[config.mk]
export PLATFORM = sky130hd
export DESIGN_NAME = tfe_top
export DESIGN_NICKNAME = d
export VERILOG_FILES = /design/src/core/tfe_update_src.v /design/src/core/tfe_chan_flag.v /design/src/core/tfe_top.v
export VERILOG_INCLUDE_DIRS = /design/src /design/src/common
export SDC_FILE = /design/constraint.sdc
export NUM_CORES = 1
export LEC_CHECK = 0
export BUFFER_PORTS_ARGS = -buffer_cell sky130_fd_sc_hd__buf_2
export CORE_ASPECT_RATIO = 0.5
export CORE_MARGIN = 2
export CORE_UTILIZATION = 50
export DETAILED_ROUTE_END_ITERATION = 7
export PLACE_DENSITY_LB_ADDON = 0.15
export SLEW_MARGIN = 40
export SYNTH_ARGS = -nofsm -noshare
export SYNTH_HDL_FRONTEND = slang
export SYNTH_SLANG_ARGS = --single-unit
[constraint.sdc]
create_clock -name mclk_in -period 2.76 [get_ports mclk_in]
set_input_delay 0.69 -clock mclk_in [delete_from_list [all_inputs] [get_ports mclk_in]]
set_output_delay 0.69 -clock mclk_in [all_outputs]
set_load 0.1 [all_outputs]
[src/common/tfe_consts.vh]
// Register map, field positions and reset values of the timer flag block
`ifndef TFE_CONSTS_VH
`define TFE_CONSTS_VH

// ==========================================================
// Register offsets (byte addresses)
`define TFE_CTRL_OFS 8'h00
`define TFE_IEN_OFS 8'h04
`define TFE_STATUS_OFS 8'h08
`define TFE_EVGEN_OFS 8'h0c
`define TFE_CMP1_OFS 8'h10
`define TFE_CAP_BASE_OFS 8'h10
`define TFE_CNT_OFS 8'h20
`define TFE_RAW_OFS 8'h24
`define TFE_RAWCLR_OFS 8'h28
`define TFE_RAWEN_OFS 8'h2c

// ==========================================================
// Control register fields
`define TFE_CTRL_UPDATE_DISABLE 0
`define TFE_CTRL_URS 1
`define TFE_CTRL_CMS 2
`define TFE_CTRL_MOE 3
`define TFE_CTRL_MODE_LO 4

// ==========================================================
// Status register fields
`define TFE_ST_UPD 0
`define TFE_ST_CH_LO 1
`define TFE_ST_TRG 6
`define TFE_ST_BRK 7
`define TFE_ST_OVR_LO 9
`define TFE_ST_MASK 16'h1edf

// ==========================================================
// Event generation fields
`define TFE_EG_UG 0
`define TFE_EG_TG 6
`define TFE_EG_BG 7

// ==========================================================
// Reset values and raw event count
`define TFE_CTRL_RST 16'h0008
`define TFE_NUM_EV 4

`endif

[src/core/tfe_update_src.v]
// Update event source qualification
`timescale 1ns/10ps
module tfe_update_src (
	input wire update_disable_in,
	input wire update_request_source_in,
	input wire rep_wrap_in,
	input wire sw_generate_in,
	input wire sw_reinit_in,
	input wire trig_reinit_in,
	output wire update_event_out
);
	wire any_req;
	assign any_req = sw_generate_in | sw_reinit_in | trig_reinit_in;
	assign update_event_out = ~update_disable_in &
		(rep_wrap_in | (~update_request_source_in & any_req));
endmodule

[src/core/tfe_chan_flag.v]
// One compare/capture channel flag with its overrun flag
`timescale 1ns/10ps
module tfe_chan_flag (
	input wire mclk_in,
	input wire arst_n_in,
	input wire input_mode_in,
	input wire match_in,
	input wire centre_in,
	input wire capture_in,
	input wire cap_read_in,
	input wire sw_clr_in,
	input wire ovr_clr_in,
	output reg flag_q_out,
	output reg ovr_q_out
);
	wire set_ev;
	assign set_ev = input_mode_in ? capture_in : (match_in & ~centre_in);
	always @(posedge mclk_in or negedge arst_n_in) begin
		if (!arst_n_in) begin
			flag_q_out <= 1'b0;
			ovr_q_out <= 1'b0;
		end else begin
			// Set wins over a clear in the same cycle
			if (set_ev)
				flag_q_out <= 1'b1;
			else if (sw_clr_in | (input_mode_in & cap_read_in))
				flag_q_out <= 1'b0;
			if (input_mode_in & capture_in & flag_q_out)
				ovr_q_out <= 1'b1;
			else if (ovr_clr_in)
				ovr_q_out <= 1'b0;
		end
	end
endmodule

[src/core/tfe_top.v]
// Timer status flags, event generation and Wishbone register slave
`timescale 1ns/10ps
`include "tfe_consts.vh"
module tfe_top #(
	parameter NUM_CH = 4
) (
	input wire mclk_in,
	input wire arst_n_in,
	input wire wb_cyc_in,
	input wire wb_stb_in,
	input wire wb_we_in,
	input wire [7:0] wb_adr_in,
	input wire [3:0] wb_sel_in,
	input wire [31:0] wb_dat_in,
	output reg [31:0] wb_dat_out,
	output reg wb_ack_out,
	input wire [15:0] core_counter_in,
	input wire [NUM_CH-1:0] capture_in,
	input wire rep_wrap_in,
	input wire sw_reinit_in,
	input wire trig_reinit_in,
	input wire trig_input_in,
	input wire brk_input_in,
	output wire main_output_enable_out,
	output reg update_pulse_out,
	output reg trig_pulse_out,
	output reg brk_pulse_out,
	output wire irq_out
);
	// ==========================================================
	// Registers
	reg [15:0] ctrl_q;
	reg [15:0] ien_q;
	reg [15:0] cmp_q [0:NUM_CH-1];
	reg [15:0] cap_q [0:NUM_CH-1];
	reg update_flag_q;
	reg trigger_flag_q;
	reg break_flag_q;
	reg break_generate_q;
	reg [3:0] raw_q;
	reg [3:0] raw_en_q;
	reg [31:0] rd_d;
	wire [NUM_CH-1:0] chan_flag;
	wire [NUM_CH-1:0] chan_ovr;
	wire [15:0] status;
	wire acc;
	wire wr;
	wire wr_lo;
	wire st_wr;
	wire eg_wr;
	wire update_event;
	wire trig_event;
	wire brk_event;
	wire [3:0] raw_ev;

	// ==========================================================
	// Bus decode
	assign acc = wb_cyc_in & wb_stb_in & ~wb_ack_out;
	assign wr = acc & wb_we_in;
	assign wr_lo = wr & wb_sel_in[0] & wb_sel_in[1];
	assign st_wr = wr_lo && (wb_adr_in == `TFE_STATUS_OFS);
	assign eg_wr = wr_lo && (wb_adr_in == `TFE_EVGEN_OFS);

	// Event generation bits: writing 0 generates no event, but clears the bit 7 readback
	assign trig_event = (eg_wr & wb_dat_in[`TFE_EG_TG]) | trig_input_in;
	assign brk_event = (eg_wr & wb_dat_in[`TFE_EG_BG]) | brk_input_in;

	tfe_update_src u_upd (
		.update_disable_in(ctrl_q[`TFE_CTRL_UPDATE_DISABLE]),
		.update_request_source_in(ctrl_q[`TFE_CTRL_URS]),
		.rep_wrap_in(rep_wrap_in),
		.sw_generate_in(eg_wr & wb_dat_in[`TFE_EG_UG]),
		.sw_reinit_in(sw_reinit_in),
		.trig_reinit_in(trig_reinit_in),
		.update_event_out(update_event)
	);

	// ==========================================================
	// Channel flags
	genvar g;
	generate
		for (g = 0; g < NUM_CH; g = g + 1) begin : g_ch
			tfe_chan_flag u_ch (
				.mclk_in(mclk_in),
				.arst_n_in(arst_n_in),
				.input_mode_in(ctrl_q[`TFE_CTRL_MODE_LO + g]),
				.match_in(core_counter_in == cmp_q[g]),
				.centre_in(ctrl_q[`TFE_CTRL_CMS]),
				.capture_in(capture_in[g]),
				.cap_read_in(acc && !wb_we_in && (wb_adr_in == `TFE_CAP_BASE_OFS + 8'h04 * g + 8'h20)),
				.sw_clr_in(st_wr & ~wb_dat_in[`TFE_ST_CH_LO + g]),
				.ovr_clr_in(st_wr & ~wb_dat_in[`TFE_ST_OVR_LO + g]),
				.flag_q_out(chan_flag[g]),
				.ovr_q_out(chan_ovr[g])
			);
			always @(posedge mclk_in or negedge arst_n_in) begin
				if (!arst_n_in) begin
					cmp_q[g] <= 16'h0000;
					cap_q[g] <= 16'h0000;
				end else begin
					if (wr_lo && (wb_adr_in == `TFE_CMP1_OFS + 8'h04 * g))
						cmp_q[g] <= wb_dat_in[15:0];
					if (ctrl_q[`TFE_CTRL_MODE_LO + g] & capture_in[g])
						cap_q[g] <= core_counter_in;
				end
			end
		end
	endgenerate

	// Reserved bits read zero
	assign status = {3'h0, chan_ovr, 1'b0, break_flag_q, trigger_flag_q, 1'b0, chan_flag, update_flag_q};
	assign main_output_enable_out = ctrl_q[`TFE_CTRL_MOE];

	// ==========================================================
	// Flags and control
	always @(posedge mclk_in or negedge arst_n_in) begin
		if (!arst_n_in) begin
			ctrl_q <= `TFE_CTRL_RST;
			ien_q <= 16'h0000;
			update_flag_q <= 1'b0;
			trigger_flag_q <= 1'b0;
			break_flag_q <= 1'b0;
			break_generate_q <= 1'b0;
			update_pulse_out <= 1'b0;
			trig_pulse_out <= 1'b0;
			brk_pulse_out <= 1'b0;
		end else begin
			update_pulse_out <= update_event;
			trig_pulse_out <= trig_event;
			brk_pulse_out <= brk_event;
			if (wr_lo && (wb_adr_in == `TFE_CTRL_OFS))
				ctrl_q <= wb_dat_in[15:0];
			if (brk_event)
				ctrl_q[`TFE_CTRL_MOE] <= 1'b0;
			if (wr_lo && (wb_adr_in == `TFE_IEN_OFS))
				ien_q <= wb_dat_in[15:0];
			if (eg_wr)
				break_generate_q <= wb_dat_in[`TFE_EG_BG];
			if (update_event)
				update_flag_q <= 1'b1;
			else if (st_wr & ~wb_dat_in[`TFE_ST_UPD])
				update_flag_q <= 1'b0;
			if (trig_event)
				trigger_flag_q <= 1'b1;
			else if (st_wr & ~wb_dat_in[`TFE_ST_TRG])
				trigger_flag_q <= 1'b0;
			if (brk_event)
				break_flag_q <= 1'b1;
			else if (st_wr & ~wb_dat_in[`TFE_ST_BRK])
				break_flag_q <= 1'b0;
		end
	end

	// ==========================================================
	// Raw event status, clear and enable
	assign raw_ev = {brk_event, trig_event, |(capture_in), update_event};
	always @(posedge mclk_in or negedge arst_n_in) begin
		if (!arst_n_in) begin
			raw_q <= 4'h0;
			raw_en_q <= 4'h0;
		end else begin
			raw_q <= raw_ev | (raw_q & ~((wr && (wb_adr_in == `TFE_RAWCLR_OFS)) ? wb_dat_in[3:0] : 4'h0));
			if (wr && (wb_adr_in == `TFE_RAWEN_OFS))
				raw_en_q <= wb_dat_in[3:0];
		end
	end
	assign irq_out = |(status & ien_q) | |(raw_q & raw_en_q);

	// ==========================================================
	// Read mux and ack (one wait-free cycle)
	always @* begin
		rd_d = 32'h0000_0000;
		if (wb_adr_in == `TFE_CTRL_OFS)
			rd_d[15:0] = ctrl_q;
		else if (wb_adr_in == `TFE_IEN_OFS)
			rd_d[15:0] = ien_q;
		else if (wb_adr_in == `TFE_STATUS_OFS)
			rd_d[15:0] = status;
		else if (wb_adr_in == `TFE_EVGEN_OFS)
			rd_d[`TFE_EG_BG] = break_generate_q;
		else if (wb_adr_in == `TFE_CNT_OFS)
			rd_d[15:0] = core_counter_in;
		else if (wb_adr_in == `TFE_RAW_OFS)
			rd_d[3:0] = raw_q;
		else if (wb_adr_in == `TFE_RAWEN_OFS)
			rd_d[3:0] = raw_en_q;
		else if (wb_adr_in >= `TFE_CMP1_OFS && wb_adr_in < `TFE_CNT_OFS)
			rd_d[15:0] = cmp_q[wb_adr_in[3:2]];
		else if (wb_adr_in >= 8'h30 && wb_adr_in < 8'h40)
			rd_d[15:0] = cap_q[wb_adr_in[3:2]];
	end
	always @(posedge mclk_in or negedge arst_n_in) begin
		if (!arst_n_in) begin
			wb_ack_out <= 1'b0;
			wb_dat_out <= 32'h0000_0000;
		end else begin
			wb_ack_out <= acc;
			if (acc && !wb_we_in)
				wb_dat_out <= rd_d;
		end
	end
endmodule

==> impl_metrics.toml <==
[power]
ir_worst_vdd_uv = 345
p_per_area_nw_per_um2 = 539
total_leakage_power_uw = 0.00571
total_power_uw = 6400

[final_layout]
nets = 1005
fill_cells = 1718
antenna_cells = 0
final_util_pct = 57.9
area_growth_syn_to_layout_pct = 14.0
drive_gt1_share_pct = 38.3
final_common_cell = "dfrtp_1"
layout.cells.most_common_list = "199 x dfrtp_1, 157 x mux2_2, 75 x buf_2"

[drt]
wirelength_um = 30200
wl_per_cell_um = 24.8
vias_per_cell = 6.10
drc = 3
dr.pass1.iters = 8
ant_nets = 0
first_iter_violations = 513
vias = 7417

[floorplan]
die_x_um = 208
io_pins = 112
dieArea_um2 = 22100
design.core.area_um2 = 20500
initial_core_util_pct = 50.8
die_y_um = 106
placementRows = 37

[clock_tree]
clk_pin_slew_ps = 70
clockBufferDepth = 2
holdBufCountCts = 0
cts_buffers = 17
cts.repair.resized = 0
cts_sinks = 200
tritoncts = "built"
cts_max_level = 4
cts_setup_buffers = 0
root_buffer = "clkbuf_16"
clk-insertion-delay-late_ps = 450

[synthesis]
syn_area_um2 = 10400
muxShareOfSynthArea_pct = 25.5
syn_area_per_cell_um2 = 12.4
ys_seq_area_share_pct = 48.0
synthSimpleGateAreaFrac_pct = 9.70
synth_flop_cell = "dfrtp_1"
synth_top_family_by_area = "multiplexers"
yosysWarningCount = 0
yosys_register_bits = 200
synth-compound-area-share_pct = 6.81
yosysUniqueCellTypes = 57
synthCells = 841
synthAdderAreaFrac_pct = 0
synth-edff-count = 0
synth-async-reset-ratio_pct = 100
synth_xor_area_share_pct = 5.38

[placed_design]
port-buffer-count = 77
gp_congestion = 0.916
hpwl_um = 21300

[critical_path]
path_class = "input pin to flip-flop"
required_ps = 3040
cp_slowest_cell = "a2111oi_0"
critical_path_buf_inv_count = 2
startpoint_type = "input pin"
critPathTopFamily = "compound AO/OA/AOI/OAI gates"
crit_arrival_ps = 2860
slowest_delay_ps = 790
cp-end-kind = "flip-flop"
cp_cell_sequence = "buf_4 -> buf_12 -> mux4_2 -> mux2i_1 -> nor2_1 -> a2111oi_0 -> nor3_1"
cp_max_fo = 19

[timing]
finalSetupTns_ps = 0
finClkSkew_ps = 11.2
finalCritPeriodShare_pct = 93.5
rsz0062_at_grt = "false"
worst_slew_pin_slew_ps = 958
max_slew_margin_pct = 34.5
setup_viol = 0
finalHoldViolCount = 0
slew_violations = 0
max_clock_freq_ghz = 0.387
period_minus_slack_ps = 2580

[global_routing]
grt_max_degree = 65
overflow = 0
grt_pass1_wl_um = 46500
grt_pass1_vias = 7409
grtUsageTotal_pct = 28.8
grt_antenna_before_repair = 1

[run]
cap_violations = 0

[worst_hold_path]
hp-class = "input pin to asynchronous set/reset pin"

[run_status]
status = "finished with violations"
violations = "design-rule violations"
==> power by group <==
part	switching [uW]	leakage (uW)	internal, uW	total [uW]
sequential	42.9	0.00269	2990	3030
combinational	683	0.00275	217	901
clock	1190	0.000275	1280	2470
total	1920	0.00571	4490	6400
==> state kept, by name, summed over array words and instances (netlist names), 4 cells and up <==
register / flops
cmp_q: 64
raw_en_q: 4
g_ch.u_ch.ovr_q_out: 4
ctrl_q: 16
wb_dat_out: 16
cap_q: 64
g_ch.u_ch.flag_q_out: 4
ien_q: 16
raw_q: 4
==> worst register-to-register path: stages, from the launching register on <==
cell	delay (ps)
dfrtp_1	420
and3b_2	310
nand2_4	90
or3_1	350
buf_4	200
nor2_8	340
mux2_2	400
==> per-stage QoR <==
stage          setup WS [ps]  hold slack [ps]  instances  area (um^2)
2_1_floorplan            263              394        856        10500
3_3_place_gp           -83.4              465       1185        11300
3_5_place_dp            -189              476       1185        11300
4_1_cts                  216              192       1216        11900
5_1_grt                  124              199       1216        11900
6_report                 178              187       1216        11900
==> logic make-up after synthesis <==
group / after synthesis
multiplexers: 213
flip-flops: 200
AND/OR/NAND/NOR: 175
AO/OA/AOI/OAI: 104
buffers and inverters: 84
XOR/XNOR: 64
other: 1
==> cell usage after synthesis (all sizes together), types with 8 or more instances <==
cell / count / area [um^2]
o21ai: 21 / 105
nor2: 36 / 199
o211ai: 8 / 75.1
nand2: 37 / 146
mux2i: 27 / 270
dfrtp: 199 / 4980
buf: 44 / 322
a221oi: 10 / 87.6
nor2b: 10 / 62.6
clkbuf: 29 / 109
mux2: 160 / 1800
nand4: 8 / 50.1
nor3: 24 / 125
inv: 11 / 41.3
a2111oi: 13 / 114
mux4: 26 / 586
nand3: 15 / 75.1
xor2: 52 / 455
nand2b: 8 / 50.1
xnor2: 12 / 105
nor4: 15 / 121
a21oi: 24 / 120
==> metal layers <==
| metal | track usage [%] | vias to the layer above | share of wire [%] |
|---|---|---|---|
| met5 | 0 | - | 0 |
| met1 | 42.6 | 3850 | 47 |
| met3 | 7.53 | 34 | 8.4 |
| met2 | 41.9 | 303 | 43 |
| li1 | - | 3230 | - |
| met4 | 7.66 | 0 | 1.6 |
==> cell type report <==
class                   instances  area (um^2)  share of cell area, %
multi-input cells             572         5010                   42.2
clock buffers                  18          439                   3.70
repair buffers                129          912                   7.68
inverters                      11         41.3                  0.348
clock inverters                13          120                   1.01
flip-flops and latches        200         5010                   42.2
well taps                     273          342                   2.88
==> final timing paths <==
path | from | endpoint | slack [ps] | cells past startpoint
worst max-delay path | wb_adr_in[2] | wb_dat_out[10] | 180 | 7
worst min-delay path | arst_n_in | cap_q[12] | 190 | 1
worst max register to register | wb_ack_out | cmp_q[25] | 530 | 6
worst min register to register | wb_dat_out[9] | wb_dat_out[9] | 480 | 2
max in group asynchronous | arst_n_in | cap_q[50] | 1750 | 2
min in group mclk_in | trig_input_in | trig_pulse_out | 470 | 2
No activity file was read; power rests on OpenSTA's default activity.
